$ cat config.mk
export PLATFORM = sky130hd
export DESIGN_NAME = host_uart_i2c_register_port
export DESIGN_NICKNAME = d
export VERILOG_FILES = /design/src/hdl/host_port_pkg.sv /design/src/hdl/uart_link_if.sv /design/src/hdl/host_uart_i2c_register_port.sv /design/src/hdl/uart_phy.sv
export SDC_FILE = /design/constraint.sdc
export NUM_CORES = 1
export LEC_CHECK = 0
export BUFFER_PORTS_ARGS = -buffer_cell sky130_fd_sc_hd__buf_2
export CAP_MARGIN = 10
export CORE_ASPECT_RATIO = 1.4
export CORE_MARGIN = 5
export CORE_UTILIZATION = 60
export CTS_BUF_LIST = sky130_fd_sc_hd__clkbuf_8
export DETAILED_ROUTE_END_ITERATION = 7
export PLACE_DENSITY = 0.8
export SETUP_SLACK_MARGIN = 0.3
export SLEW_MARGIN = 0
export SYNTH_ARGS = -nofsm -noshare
export SYNTH_HDL_FRONTEND = slang
export SYNTH_HIERARCHICAL = 1
export SYNTH_SLANG_ARGS = --single-unit
$ cat constraint.sdc
create_clock -name core_clk_in -period 7.3 [get_ports core_clk_in]
set_clock_uncertainty 0.05 [all_clocks]
set_input_delay 0.73 -clock core_clk_in [delete_from_list [all_inputs] [get_ports core_clk_in]]
set_output_delay 0.73 -clock core_clk_in [all_outputs]
set_load 0.05 [all_outputs]
$ cat src/hdl/host_port_pkg.sv
package host_port_pkg;
   // ----------------------------------------------------------------
   // clocks and timing
   // ----------------------------------------------------------------
   localparam int CORE_CLK_KHZ = 250000;
   localparam int SYS_CLK_KHZ = 27120;
   localparam int CORE_CLK_MHZ = 250;
   localparam int SPIKE_NS = 50;
   localparam logic [4:0] SPIKE_CYC = 5'(SPIKE_NS * CORE_CLK_MHZ / 1000);
   localparam int MAX_UART_KBPS = 1229;
   // ----------------------------------------------------------------
   // serial speed setting layout
   // ----------------------------------------------------------------
   localparam int SPD_EXP_MSB = 7;
   localparam int SPD_EXP_LSB = 5;
   localparam int SPD_DIV_MSB = 4;
   localparam int SPD_DIV_LSB = 0;
   localparam logic [12:0] SPD_ZERO_ADD = 13'h0001;
   localparam logic [12:0] SPD_EXP_ADD = 13'h0021;
   // ----------------------------------------------------------------
   // uart character
   // ----------------------------------------------------------------
   localparam logic [3:0] UART_FRAME_BITS = 4'hA;
   localparam logic UART_START_BIT = 1'b0;
   localparam logic UART_STOP_BIT = 1'b1;
   // ----------------------------------------------------------------
   // access byte and i2c addressing
   // ----------------------------------------------------------------
   localparam int MODE_BIT = 0;
   localparam logic MODE_READ = 1'b1;
   localparam logic [4:0] I2C_ADDR_HI = 5'h0A;
   localparam logic [6:0] FIFO_ADDR = 7'h05;
   localparam logic [3:0] I2C_BYTE_BITS = 4'h8;

   typedef enum logic [1:0]
   {
      KIND_ADDR = 2'b00,
      KIND_REG = 2'b01,
      KIND_DATA = 2'b10
   } byte_kind_t;

   // bit time in system clock ticks
   function automatic logic [12:0] bit_ticks(input logic [7:0] setting);
      logic [2:0] e;
      logic [12:0] d;
      e = setting[SPD_EXP_MSB:SPD_EXP_LSB];
      d = {8'h00, setting[SPD_DIV_MSB:SPD_DIV_LSB]};
      if (e == 3'h0)
         bit_ticks = d + SPD_ZERO_ADD;
      else
         bit_ticks = 13'((d + SPD_EXP_ADD) << (e - 3'h1));
   endfunction : bit_ticks

   function automatic logic [6:0] step_ptr(input logic [6:0] ptr);
      step_ptr = (ptr == FIFO_ADDR) ? ptr : 7'(ptr + 7'h01);
   endfunction : step_ptr
endpackage : host_port_pkg

$ cat src/hdl/uart_link_if.sv
`timescale 1ns/1ns
interface uart_link_if;
   logic [7:0] speed;
   logic [7:0] tx_data;
   logic tx_start;
   logic tx_busy;
   logic [7:0] rx_data;
   logic rx_valid;
   modport core (output speed, output tx_data, output tx_start, input tx_busy,
      input rx_data, input rx_valid);
   modport phy (input speed, input tx_data, input tx_start, output tx_busy,
      output rx_data, output rx_valid);
endinterface : uart_link_if

$ cat src/hdl/host_uart_i2c_register_port.sv
`timescale 1ns/1ns
// Functional notes
// - exponent zero gives bit time of divider plus one system clock ticks.
// - nonzero exponent gives divider plus 33 ticks, times two to exponent minus one.
// - uart character is start 0, eight data bits lsb first, stop 1.
// - uart read takes an access byte and returns the addressed data byte.
// - uart write takes access byte and data byte, echoing the access byte.
// - data byte may arrive before the echo has finished.
// - i2c side is a slave only, never clocks, never arbitrates.
// - scl is never held low by this port.
// - no general call, no bus reset, no device id, no high speed.
// - logic keeps up with fast-plus rates up to 1 Mbit/s.
// - spike filter on scl and sda runs whenever i2c mode is selected.
// - sda changes only while scl is low, outside start and stop.
// - start is sda falling with scl high, stop is sda rising.
// - repeated start restarts address recognition like a start.
// - i2c bytes go msb first, each followed by one acknowledge bit.
// - transmitter releases sda on acknowledge, receiver pulls it low.
// - on master nack the slave releases sda until stop or start.
// - slave address is 01010 followed by two pin or nonvolatile bits.
// - i2c write is address with rw 0, register byte, then data bytes.
// - writes aimed at the fifo all go to the fifo address.
// - i2c read returns successive registers from the pointer, fifo not stepped.
module host_uart_i2c_register_port
   import host_port_pkg::*;
(
   input wire logic core_clk_in,              // core clock
   input wire logic rst_n_in,                 // sync reset, low active
   input wire logic i2c_mode_in,              // 1 i2c host mode, 0 uart
   input wire logic [7:0] serial_speed_setting_in, // uart speed byte
   input wire logic uart_read_trigger_pin_in, // uart read enable
   input wire logic uart_rx_in,               // uart receive line
   output logic uart_tx_out,                  // uart transmit line
   input wire logic scl_in,                   // i2c clock, input only
   input wire logic sda_in,                   // i2c data level
   output logic sda_out,                      // i2c data drive value
   output logic sda_oe_n_out,                 // i2c data enable, low drives
   input wire logic [1:0] adr_pins_in,        // address select pins
   input wire logic [1:0] adr_nv_in,          // nonvolatile address bits
   input wire logic adr_use_nv_in,            // 1 takes nonvolatile bits
   output logic [6:0] reg_addr_out,           // register pointer
   output logic [7:0] reg_wdata_out,          // write data
   output logic reg_wr_out,                   // write strobe
   output logic reg_rd_out,                   // read strobe, data consumed
   input wire logic [7:0] reg_rdata_in        // data at reg_addr_out
);
   // ----------------------------------------------------------------
   // uart byte engine
   // ----------------------------------------------------------------
   uart_link_if link ();

   uart_phy u_phy (
      .core_clk_in(core_clk_in),
      .rst_n_in(rst_n_in),
      .rx_in(uart_rx_in),
      .tx_out(uart_tx_out),
      .link(link)
   );

   // ----------------------------------------------------------------
   // spike filter
   // ----------------------------------------------------------------
   logic scl_f, next_scl_f, sda_f, next_sda_f;
   logic [4:0] scl_cnt, next_scl_cnt, sda_cnt, next_sda_cnt;
   logic scl_p, sda_p;

   always_comb
   begin
      next_scl_f = scl_f;
      next_sda_f = sda_f;
      next_scl_cnt = 5'h00;
      next_sda_cnt = 5'h00;
      // a change must hold past the spike time before it is believed
      if (!i2c_mode_in)
      begin
         next_scl_f = 1'b1;
         next_sda_f = 1'b1;
      end
      else
      begin
         if (scl_in != scl_f)
         begin
            next_scl_cnt = scl_cnt + 5'h01;
            if (scl_cnt >= SPIKE_CYC)
            begin
               next_scl_f = scl_in;
               next_scl_cnt = 5'h00;
            end
         end
         if (sda_in != sda_f)
         begin
            next_sda_cnt = sda_cnt + 5'h01;
            if (sda_cnt >= SPIKE_CYC)
            begin
               next_sda_f = sda_in;
               next_sda_cnt = 5'h00;
            end
         end
      end
   end

   always_ff @(posedge core_clk_in)
   begin
      if (!rst_n_in)
      begin
         scl_f <= 1'b1;
         sda_f <= 1'b1;
         scl_cnt <= 5'h00;
         sda_cnt <= 5'h00;
         scl_p <= 1'b1;
         sda_p <= 1'b1;
      end
      else
      begin
         scl_f <= next_scl_f;
         sda_f <= next_sda_f;
         scl_cnt <= next_scl_cnt;
         sda_cnt <= next_sda_cnt;
         scl_p <= scl_f;
         sda_p <= sda_f;
      end
   end

   logic scl_rise, scl_fall, start_seen, stop_seen;
   assign scl_rise = scl_f & ~scl_p;
   assign scl_fall = ~scl_f & scl_p;
   assign start_seen = scl_f & scl_p & sda_p & ~sda_f;
   assign stop_seen = scl_f & scl_p & ~sda_p & sda_f;

   // ----------------------------------------------------------------
   // transfer control, shared pointer for both host modes
   // ----------------------------------------------------------------
   typedef enum logic [2:0]
   {
      ST_IDLE = 3'b000,
      ST_RECV = 3'b001,
      ST_ACK_OUT = 3'b010,
      ST_SEND = 3'b011,
      ST_ACK_IN = 3'b100,
      ST_U_WDATA = 3'b101,
      ST_U_READ = 3'b110
   } state_t;

   state_t state, next_state;
   byte_kind_t kind, next_kind;
   logic [7:0] sh, next_sh;
   logic [3:0] cnt, next_cnt;
   logic rd_mode, next_rd_mode;
   logic master_ack, next_master_ack;
   logic drive_low, next_drive_low;
   logic [6:0] ptr, next_ptr;
   logic [7:0] wdata, next_wdata;
   logic wr, next_wr, rd, next_rd;
   logic [7:0] tx_data, next_tx_data;
   logic tx_start, next_tx_start;
   logic [6:0] my_addr;

   assign my_addr = {I2C_ADDR_HI, adr_use_nv_in ? adr_nv_in : adr_pins_in};

   always_comb
   begin
      next_state = state;
      next_kind = kind;
      next_sh = sh;
      next_cnt = cnt;
      next_rd_mode = rd_mode;
      next_master_ack = master_ack;
      next_drive_low = drive_low;
      next_ptr = ptr;
      next_wdata = wdata;
      next_wr = 1'b0;
      next_rd = 1'b0;
      next_tx_data = tx_data;
      next_tx_start = 1'b0;
      if (!i2c_mode_in)
      begin
         next_drive_low = 1'b0;
         case (state)
            ST_U_WDATA:
            begin
               // the echo may still be on the line, reception runs apart
               if (link.rx_valid)
               begin
                  next_wdata = link.rx_data;
                  next_wr = 1'b1;
                  next_state = ST_IDLE;
               end
            end
            ST_U_READ:
            begin
               next_tx_data = reg_rdata_in;
               next_tx_start = 1'b1;
               next_rd = 1'b1;
               next_state = ST_IDLE;
            end
            default:
            begin
               next_state = ST_IDLE;
               if (link.rx_valid)
               begin
                  next_ptr = link.rx_data[7:1];
                  if (link.rx_data[MODE_BIT] == MODE_READ)
                  begin
                     if (uart_read_trigger_pin_in)
                        next_state = ST_U_READ;
                  end
                  else
                  begin
                     next_tx_data = link.rx_data;
                     next_tx_start = 1'b1;
                     next_state = ST_U_WDATA;
                  end
               end
            end
         endcase
      end
      else if (stop_seen)
      begin
         next_state = ST_IDLE;
         next_drive_low = 1'b0;
      end
      else if (start_seen)
      begin
         // repeated start is handled the same as a first start
         next_state = ST_RECV;
         next_kind = KIND_ADDR;
         next_cnt = 4'h0;
         next_drive_low = 1'b0;
      end
      else
      begin
         // sda only ever moves on a falling scl edge; scl is never driven
         case (state)
            ST_RECV:
            begin
               if (scl_rise)
               begin
                  next_sh = {sh[6:0], sda_f};
                  next_cnt = cnt + 4'h1;
               end
               else if (scl_fall && cnt == I2C_BYTE_BITS)
               begin
                  next_state = ST_ACK_OUT;
                  next_drive_low = 1'b1;
                  case (kind)
                     KIND_ADDR:
                     begin
                        next_rd_mode = sh[0];
                        // general call and foreign addresses are not answered
                        if (sh[7:1] != my_addr)
                        begin
                           next_state = ST_IDLE;
                           next_drive_low = 1'b0;
                        end
                     end
                     KIND_REG:
                        next_ptr = sh[6:0];
                     default:
                     begin
                        next_wdata = sh;
                        next_wr = 1'b1;
                     end
                  endcase
               end
            end
            ST_ACK_OUT:
            begin
               if (scl_fall)
               begin
                  next_drive_low = 1'b0;
                  if (kind == KIND_DATA)
                     next_ptr = step_ptr(ptr);
                  if (kind == KIND_ADDR && rd_mode)
                  begin
                     next_sh = reg_rdata_in;
                     next_rd = 1'b1;
                     next_state = ST_SEND;
                     next_cnt = 4'h0;
                     next_drive_low = ~reg_rdata_in[7];
                  end
                  else
                  begin
                     next_state = ST_RECV;
                     next_cnt = 4'h0;
                     next_kind = (kind == KIND_ADDR) ? KIND_REG : KIND_DATA;
                  end
               end
            end
            ST_SEND:
            begin
               if (scl_rise)
                  next_cnt = cnt + 4'h1;
               else if (scl_fall)
               begin
                  if (cnt == I2C_BYTE_BITS)
                  begin
                     next_drive_low = 1'b0;
                     next_state = ST_ACK_IN;
                     next_ptr = step_ptr(ptr);
                  end
                  else
                  begin
                     next_sh = {sh[6:0], 1'b0};
                     next_drive_low = ~sh[6];
                  end
               end
            end
            ST_ACK_IN:
            begin
               if (scl_rise)
                  next_master_ack = ~sda_f;
               else if (scl_fall)
               begin
                  if (master_ack)
                  begin
                     next_sh = reg_rdata_in;
                     next_rd = 1'b1;
                     next_cnt = 4'h0;
                     next_state = ST_SEND;
                     next_drive_low = ~reg_rdata_in[7];
                  end
                  else
                     next_state = ST_IDLE;
               end
            end
            default:
               next_drive_low = 1'b0;
         endcase
      end
   end

   always_ff @(posedge core_clk_in)
   begin
      if (!rst_n_in)
      begin
         state <= ST_IDLE;
         kind <= KIND_ADDR;
         sh <= 8'h00;
         cnt <= 4'h0;
         rd_mode <= 1'b0;
         master_ack <= 1'b0;
         drive_low <= 1'b0;
         ptr <= 7'h00;
         wdata <= 8'h00;
         wr <= 1'b0;
         rd <= 1'b0;
         tx_data <= 8'h00;
         tx_start <= 1'b0;
      end
      else
      begin
         state <= next_state;
         kind <= next_kind;
         sh <= next_sh;
         cnt <= next_cnt;
         rd_mode <= next_rd_mode;
         master_ack <= next_master_ack;
         drive_low <= next_drive_low;
         ptr <= next_ptr;
         wdata <= next_wdata;
         wr <= next_wr;
         rd <= next_rd;
         tx_data <= next_tx_data;
         tx_start <= next_tx_start;
      end
   end

   // ----------------------------------------------------------------
   // outputs
   // ----------------------------------------------------------------
   assign link.speed = serial_speed_setting_in;
   assign link.tx_data = tx_data;
   assign link.tx_start = tx_start;
   assign sda_out = 1'b0;
   assign sda_oe_n_out = ~drive_low;
   assign reg_addr_out = ptr;
   assign reg_wdata_out = wdata;
   assign reg_wr_out = wr;
   assign reg_rd_out = rd;
endmodule : host_uart_i2c_register_port

$ cat src/hdl/uart_phy.sv
`timescale 1ns/1ns
module uart_phy
   import host_port_pkg::*;
(
   input wire logic core_clk_in,      // core clock
   input wire logic rst_n_in,         // sync reset, low active
   input wire logic rx_in,            // serial receive line
   output logic tx_out,               // serial transmit line
   uart_link_if.phy link              // byte side
);
   // ----------------------------------------------------------------
   // system clock tick, fractional rate from the core clock
   // ----------------------------------------------------------------
   logic [17:0] acc, next_acc;
   logic [18:0] acc_sum;
   logic sys_tick;
   logic [12:0] ticks;

   always_comb
   begin
      ticks = bit_ticks(link.speed);
      // one bit wider than the accumulator so the sum can never wrap
      acc_sum = {1'b0, acc} + 19'(SYS_CLK_KHZ);
      sys_tick = acc_sum >= 19'(CORE_CLK_KHZ);
      next_acc = sys_tick ? 18'(acc_sum - 19'(CORE_CLK_KHZ)) : acc_sum[17:0];
   end

   // ----------------------------------------------------------------
   // transmitter and receiver
   // ----------------------------------------------------------------
   logic [9:0] tx_sh, next_tx_sh;
   logic [3:0] tx_cnt, next_tx_cnt;
   logic [12:0] tx_tk, next_tx_tk;
   logic [7:0] rx_sh, next_rx_sh;
   logic [3:0] rx_cnt, next_rx_cnt;
   logic [12:0] rx_tk, next_rx_tk;
   logic [7:0] rx_data, next_rx_data;
   logic rx_valid, next_rx_valid;

   always_comb
   begin
      next_tx_sh = tx_sh;
      next_tx_cnt = tx_cnt;
      next_tx_tk = tx_tk;
      if (tx_cnt == 4'h0)
      begin
         if (link.tx_start)
         begin
            // lsb first after the start bit, one stop bit, no parity
            next_tx_sh = {UART_STOP_BIT, link.tx_data, UART_START_BIT};
            next_tx_cnt = UART_FRAME_BITS;
            next_tx_tk = 13'h0000;
         end
      end
      else if (sys_tick)
      begin
         if (tx_tk + 13'h0001 >= ticks)
         begin
            next_tx_tk = 13'h0000;
            next_tx_sh = {1'b1, tx_sh[9:1]};
            next_tx_cnt = tx_cnt - 4'h1;
         end
         else
            next_tx_tk = tx_tk + 13'h0001;
      end

      next_rx_sh = rx_sh;
      next_rx_cnt = rx_cnt;
      next_rx_tk = rx_tk;
      next_rx_data = rx_data;
      next_rx_valid = 1'b0;
      if (rx_cnt == 4'h0)
      begin
         if (rx_in == UART_START_BIT)
         begin
            next_rx_cnt = UART_FRAME_BITS;
            // first sample lands mid start bit
            next_rx_tk = ticks >> 1;
         end
      end
      else if (sys_tick)
      begin
         if (rx_tk + 13'h0001 >= ticks)
         begin
            next_rx_tk = 13'h0000;
            next_rx_cnt = rx_cnt - 4'h1;
            if (rx_cnt == UART_FRAME_BITS && rx_in != UART_START_BIT)
               next_rx_cnt = 4'h0; // glitch, not a start
            else if (rx_cnt == 4'h1)
            begin
               next_rx_valid = (rx_in == UART_STOP_BIT);
               next_rx_data = rx_sh;
            end
            else if (rx_cnt != UART_FRAME_BITS)
               next_rx_sh = {rx_in, rx_sh[7:1]};
         end
         else
            next_rx_tk = rx_tk + 13'h0001;
      end
   end

   always_ff @(posedge core_clk_in)
   begin
      if (!rst_n_in)
      begin
         acc <= 18'h00000;
         tx_sh <= 10'h3FF;
         tx_cnt <= 4'h0;
         tx_tk <= 13'h0000;
         rx_sh <= 8'h00;
         rx_cnt <= 4'h0;
         rx_tk <= 13'h0000;
         rx_data <= 8'h00;
         rx_valid <= 1'b0;
      end
      else
      begin
         acc <= next_acc;
         tx_sh <= next_tx_sh;
         tx_cnt <= next_tx_cnt;
         tx_tk <= next_tx_tk;
         rx_sh <= next_rx_sh;
         rx_cnt <= next_rx_cnt;
         rx_tk <= next_rx_tk;
         rx_data <= next_rx_data;
         rx_valid <= next_rx_valid;
      end
   end

   assign tx_out = tx_sh[0];
   assign link.tx_busy = (tx_cnt != 4'h0);
   assign link.rx_data = rx_data;
   assign link.rx_valid = rx_valid;
endmodule : uart_phy

==> results.ini, run 1 <==
[outcome]
status=finished, final reports clean

[clock_tree]
clkLatencyLatePin_ps=450
clk_pin_slew_ps=90
cts_root_buffer=clkbuf_8
cts_buffer_depth=2
numClockSinks=134
hold_buffers=0
cts_tree=yes
cts.repair.resized=0
cts_setup_buffers=0
cts.htree.levels=4
cts_buffers=17

[job]
cap_violations=0

[placed_design]
placed_cells=1264
io_buffers=46
dpl.hpwl_um=15500
placed_area_mm2=0.00899
gp_congestion=0.957

[timing]
setup_viol=0
fmax_mhz=199
worst_pin_slew_ps=1190
whs_ps=409
fin_crit_sh_pct=68.8
fin_tns_setup_ps=0
rsz0062_at_grt=false
maxSlewHeadroom_pct=20.6
drv_slew=0
final_hold_viol_count=0
fin_crit_ps=5020

[floorplan]
die_area_mm2=0.0173
initial_core_util_pct=61.0
coreArea_mm2=0.0144
io_pins=48
chipHeight_um=153
rows=52
dieWidth_um=112

[synth]
seq_area_frac_synth_pct=30.4
synth_ff_type=dfxtp_1
yosys_warnings=6
netlist_area_mm2=0.00881
synth_edf_count=0
synth_area_per_cell_um2=8.09
synth_area_leaders=dfxtp_1 (30%), ha_1 (6.2%), nand2_1 (6.1%)
ys_async_sr_fraction_pct=0
synth_top_area_cell=dfxtp_1
syn_inst=1089
ys_ff_latch=134
synth_cell_types=92
yosysTopAreaCellShare_pct=30.4

[routing]
dr.pass1.iters=6
wl_per_cell_um=16.4
drt_iter0_drc=553
vias=8093
ant_nets=0
drc=0
viasPerCell=6.24
drt-total-wl_um=21200

[global_routing]
grt_overflow=0
track_usage_pct=24.6
antenna_found_initial=0
grt_max_degree=75
grt_pass1_vias=7797
grt_pass1_wl_um=36100

[layout]
fin_area_mm2=0.00937
drive_gt1_share_pct=10.9
layout_commonest_cell=nand2_1
areaGrowthSynthToFinish_pct=6.32
nets=1166
fin_cells=1296
final_cell_mix=nand2_1 (144), dfxtp_1 (134), nor2_1 (78)
diodes=0

[power_and_ir_drop]
power.density_mw_per_mm2=226
fin_total_pwr_mw=2.12
leakage_nw=3.48
vdd_drop_max_mv=0.121

[worst_setup_path]
crit_start=serial_speed_setting_in[5]
r2r-start=u_phy/rx_tk[0]$_SDFFE_PN0P_
timing.rr.end=u_phy/rx_tk[8]$_SDFFE_PN0P_
end_kind=flop
critPathLaunchType=input pin
crit_fanout=18
endpoint=u_phy/rx_tk[8]$_SDFFE_PN0P_
crit_type=in2reg
rrSetupSlack_ps=2800
arrival_ps=5350
reg2regPathDepth=15
cp.required_ps=7630

[hold_path]
holdCritPathClass=reg2reg

-- critical path, cell delays in order --
cell,delay [ps]
buf_2,250
inv_1,150
ha_1,480
inv_1,200
o41ai_1,500
a32o_1,170
o21ai_0,140
ha_1,310
or3b_2,470
a32oi_1,210
a32oi_1,230
nor2_1,980
o21ai_0,210
a21oi_1,210
a31o_2,110
-- registers in the layout (all words and copies together) (netlist names), 2 cells and up --
signal	flops
u_phy/rx_sh	8
kind	2
sh	8
reg_addr_out	7
reg_wdata_out	8
u_phy/tx_tk	13
cnt	4
u_phy/rx_tk	13
scl_cnt	5
sda_cnt	5
state	3
u_phy/rx_cnt	4
link.tx_data	8
u_phy/acc	14
u_phy/link.rx_data	8
u_phy/tx_cnt	4
u_phy/tx_sh	9
-- synthesized netlist by cell type (5+ instances only) --
library cell  count
mux2i_1          38
a211oi_1         13
and3_1           14
dfxtp_1         134
nor4_1            5
and2_1            6
buf_6             6
buf_2            12
a2bb2oi_1         6
o211ai_1          7
o221ai_1         13
buf_4             7
a32oi_1           6
clkbuf_1         39
o32ai_1           8
nor2_1           78
a211o_1           7
a31oi_1           8
or3_1            13
nor2b_1          13
nor3b_1           7
o31ai_1           6
ha_1             44
a21oi_1          76
nand2b_1         19
nor3_1           12
o21ai_0          51
xnor2_1          34
xor2_1           22
nand3b_1          8
a41oi_1           9
nand4_1           8
a21boi_0          6
inv_1            34
a21o_1            9
a32o_1            8
nand3_1          52
nand2_1         144
a311oi_1         15
-- cell type report --
type	instances	area, µm²
clock inverter	15	145
inverter	36	135
sequential	134	2680
fill	1299	5070
clock buffer	17	234
tap	189	236
timing repair buffer	52	275
multi-input combinational	853	5660
-- how the worst min path moves through the flow --
stage,start,end,slack (ps),cells after the start
after global placement,reg_wdata_out[5]$_SDFFE_PN0P_,reg_wdata_out[5]$_SDFFE_PN0P_,390,2
after global routing,reg_wdata_out[1]$_SDFFE_PN0P_,reg_wdata_out[1]$_SDFFE_PN0P_,440,2
final,reg_wdata_out[6]$_SDFFE_PN0P_,reg_wdata_out[6]$_SDFFE_PN0P_,410,2
after floorplan,sda_cnt[0]$_SDFF_PP0_,sda_cnt[0]$_SDFF_PP0_,380,1
after CTS,reg_wdata_out[0]$_SDFFE_PN0P_,reg_wdata_out[0]$_SDFFE_PN0P_,410,2
after detailed placement,reg_wdata_out[0]$_SDFFE_PN0P_,reg_wdata_out[0]$_SDFFE_PN0P_,390,2
-- through the flow --
step	worst slack [ps]	utilization, %
2_1_floorplan	2760	-
3_3_place_gp	2050	62.3
3_5_place_dp	1930	62.3
4_1_cts	2390	64.9
5_1_grt	1920	64.9
6_report	2280	64.9
-- cell families after synthesis --
group                    count (synthesis)  synth area share, %
AND/OR/NAND/NOR                        410                 23.3
AO/OA/AOI/OAI                          297                 23.9
flip-flops                             134                 30.4
buffers and inverters                  104                 5.41
XOR/XNOR                                56                 5.56
adder cells (fa/ha/maj)                 45                 6.36
multiplexers                            42                 4.95
other                                    1               0.0425
-- metal layers --
layer | up-vias | wire length, µm | track usage, %
li1 | 3981 | - | -
met1 | 3782 | 8670 | 29.2
met2 | 266 | 10700 | 43.0
met3 | 64 | 1050 | 3.80
met4 | 0 | 820 | 11.9
met5 | - | 0 | 0
-- power by group --
part	internal, mW	leakage [nW]	switching [mW]
registers	0.786	1.09	0.0931
logic	0.254	2.20	0.391
clock network	0.278	0.189	0.318
(Power assumes the default switching activity.)
==> inputs of run 2 (changes only) <==
- ABC_AREA: unset -> 1
- CORE_UTILIZATION: 60 -> 58
- PLACE_DENSITY: 0.8 -> 0.81
- clock period: 7.3 -> 4.5 ns (I/O delays scaled with it)
==> run 2 against run 1 <==
Compared with the run above:
- register-to-register slack worse by 1800 ps
- first-iteration DRC count is 19% higher
- flip-flop and latch count stayed put
- sequential share of layout area is 0.79 points lower
- utilization is 1.1 points lower
- largest cell class unchanged
==> results.ini, run 2 <==
[timing]
fmax_mhz=286
fin_crit_ps=3490
setup_slack_ps=1010
rsz0062_at_grt=false
fin_tns_setup_ps=0
final_hold_viol_count=0
setup_viol=0
maxSlewHeadroom_pct=38.6
drv_slew=0
whs_ps=169
worst_pin_slew_ps=920
fin_crit_sh_pct=77.6

[clock_tree]
cts_root_buffer=clkbuf_8
clk_pin_slew_ps=90
cts_tree=yes
cts_buffers=17
cts.repair.resized=0
cts_setup_buffers=0
clkLatencyLatePin_ps=460
cts_buffer_depth=2
cts.htree.levels=4
hold_buffers=0
numClockSinks=134

[synth]
synth_ff_type=dfxtp_1
synth_commonest_cells=nand2_1 (366), inv_1 (194), nor2_1 (167), dfxtp_1 (134), nand3_1 (92)
synth_area_leaders=dfxtp_1 (30%), nand2_1 (15%), inv_1 (8.1%)
seq_area_frac_synth_pct=29.9
netlist_area_mm2=0.00896
yosysTopAreaCellShare_pct=29.9
synth_top_area_cell=dfxtp_1
synth_edf_count=0
synth_area_per_cell_um2=6.41
yosys_warnings=6
synth_most_common_cell=nand2_1
syn_inst=1398
ys_async_sr_fraction_pct=0
ys_ff_latch=134
synth_cell_types=53

[floorplan]
dieWidth_um=115
chipHeight_um=157
initial_core_util_pct=59.3
io_pins=48
coreArea_mm2=0.0151
die_area_mm2=0.0181
rows=53

[routing]
drt-total-wl_um=21100
drc=0
vias=8799
ant_nets=0
drt_iter0_drc=659
dr.pass1.iters=5
viasPerCell=5.38
wl_per_cell_um=12.9

[layout]
final_cell_mix=nand2_1 (366), inv_1 (194), nor2_1 (167)
reg_top3=u_phy/acc (14), u_phy/rx_tk (13), u_phy/tx_tk (13)
max_flop_register=u_phy/acc
layout_commonest_cell=nand2_1
diodes=0
nets=1502
n_fill_cell=1467
largest_reg_flops=14
multiInputGateArea_mm2=0.00528
regArea_mm2=0.00268
drive_gt1_share_pct=10.2
fin_area_mm2=0.00964
utilization_pct=63.7
areaGrowthSynthToFinish_pct=7.55
fin_cells=1635

[worst_setup_path]
arrival_ps=3850
cp.required_ps=4860
end_kind=flop
reg2regPathDepth=19
crit_type=reg2reg
r2r-start=u_phy/rx_tk[0]$_SDFFE_PN0P_
timing.rr.end=u_phy/link.rx_data[4]$_SDFFE_PN0P_
critPathLaunchType=flop
rrSetupSlack_ps=1010
crit_fanout=18

[placed_design]
gp_congestion=0.949
placed_cells=1603
dpl.hpwl_um=15700
io_buffers=46
placed_area_mm2=0.00924
dp_slack_ps=713

[job]
cap_violations=0

[global_routing]
grt_max_degree=46
grt_overflow=0
antenna_found_initial=0
grt_pass1_wl_um=36200
track_usage_pct=24.1
grt_pass1_vias=8214

[power_and_ir_drop]
vdd_drop_max_mv=0.266
power.density_mw_per_mm2=449
leakage_nw=4.81
fin_total_pwr_mw=4.33

[hold_path]
hold_start=scl_in
holdCritPathClass=in2reg
hold_path_end=scl_f$_SDFFE_PN1P_
hold_depth=3

[outcome]
status=finished, final reports clean

run 2: cell count changes in the layout (fill, tap and decap cells not counted), sizes merged, moves of 17 or more:
cell,before,now
nand4,8,53
nand2,144,388
xnor2,34,5
nor2,79,177
o21ai,54,83
nand2b,20,0
inv,42,210
nand3,53,105
a311oi,17,0
mux2i,38,1
run 2: worst max-delay path, cell delays in order (launching register included):
cell	delay, ps
dfxtp_1	450
ha_1	230
nand3_1	140
nor2_1	120
nand2_1	120
nor2_1	170
nand4_1	120
xor2_1	190
inv_1	80
ha_1	300
nand2_1	80
nor2_1	140
nand2_1	90
nor3_1	180
a31oi_2	190
nand2_2	310
nand3_2	230
nand2_1	120
inv_1	40
nor2_1	80
run 2: layout make-up:
class,instances,area share (%)
multi-input combinational,1021,54.8
inverter,205,7.98
tap,192,2.49
clock buffer,17,2.43
clock inverter,15,1.70
timing repair buffer,51,2.78
sequential,134,27.8
run 2: layer usage:
metal  part of all wire (%)  global-route usage, %  wire length [µm]
met1                     43                   28.3              9030
met2                     51                   42.5             10800
met3                    3.7                   4.00               776
met4                    2.5                   10.5               525
met5                      0                      0                 0
run 2: cell families (layout without fill, tap and decap cells):
| family | Yosys count | in the layout | synth area share [%] |
|---|---|---|---|
| AO/OA/AOI/OAI | 191 | 191 | 11.7 |
| adder cells (fa/ha/maj) | 44 | 44 | 6.14 |
| flip-flops | 134 | 134 | 29.9 |
| AND/OR/NAND/NOR | 753 | 753 | 37.8 |
| multiplexers | 1 | 1 | 0.112 |
| other | 1 | 3 | 0.0418 |
| buffers and inverters | 245 | 288 | 11.2 |
| XOR/XNOR | 29 | 29 | 3.04 |
run 2: how the worst max path moves through the flow:
stage	slack, ps	end	depth (start not counted)	from
floorplan	1350	u_phy/link.rx_data[6]$_SDFFE_PN0P_	17	serial_speed_setting_in[5]
global placement	820	u_phy/link.rx_data[7]$_SDFFE_PN0P_	20	serial_speed_setting_in[5]
detailed placement	710	u_phy/link.rx_data[4]$_SDFFE_PN0P_	20	serial_speed_setting_in[5]
CTS	1040	u_phy/link.rx_data[4]$_SDFFE_PN0P_	19	u_phy/rx_tk[0]$_SDFFE_PN0P_
global route	440	u_phy/link.rx_data[4]$_SDFFE_PN0P_	19	u_phy/rx_tk[0]$_SDFFE_PN0P_
finish	1010	u_phy/link.rx_data[4]$_SDFFE_PN0P_	19	u_phy/rx_tk[0]$_SDFFE_PN0P_
run 2: power breakdown:
group / switching (mW) / internal [mW]
Sequential: 0.111 / 1.33
Combinational: 1.29 / 0.581
Clock: 0.561 / 0.461
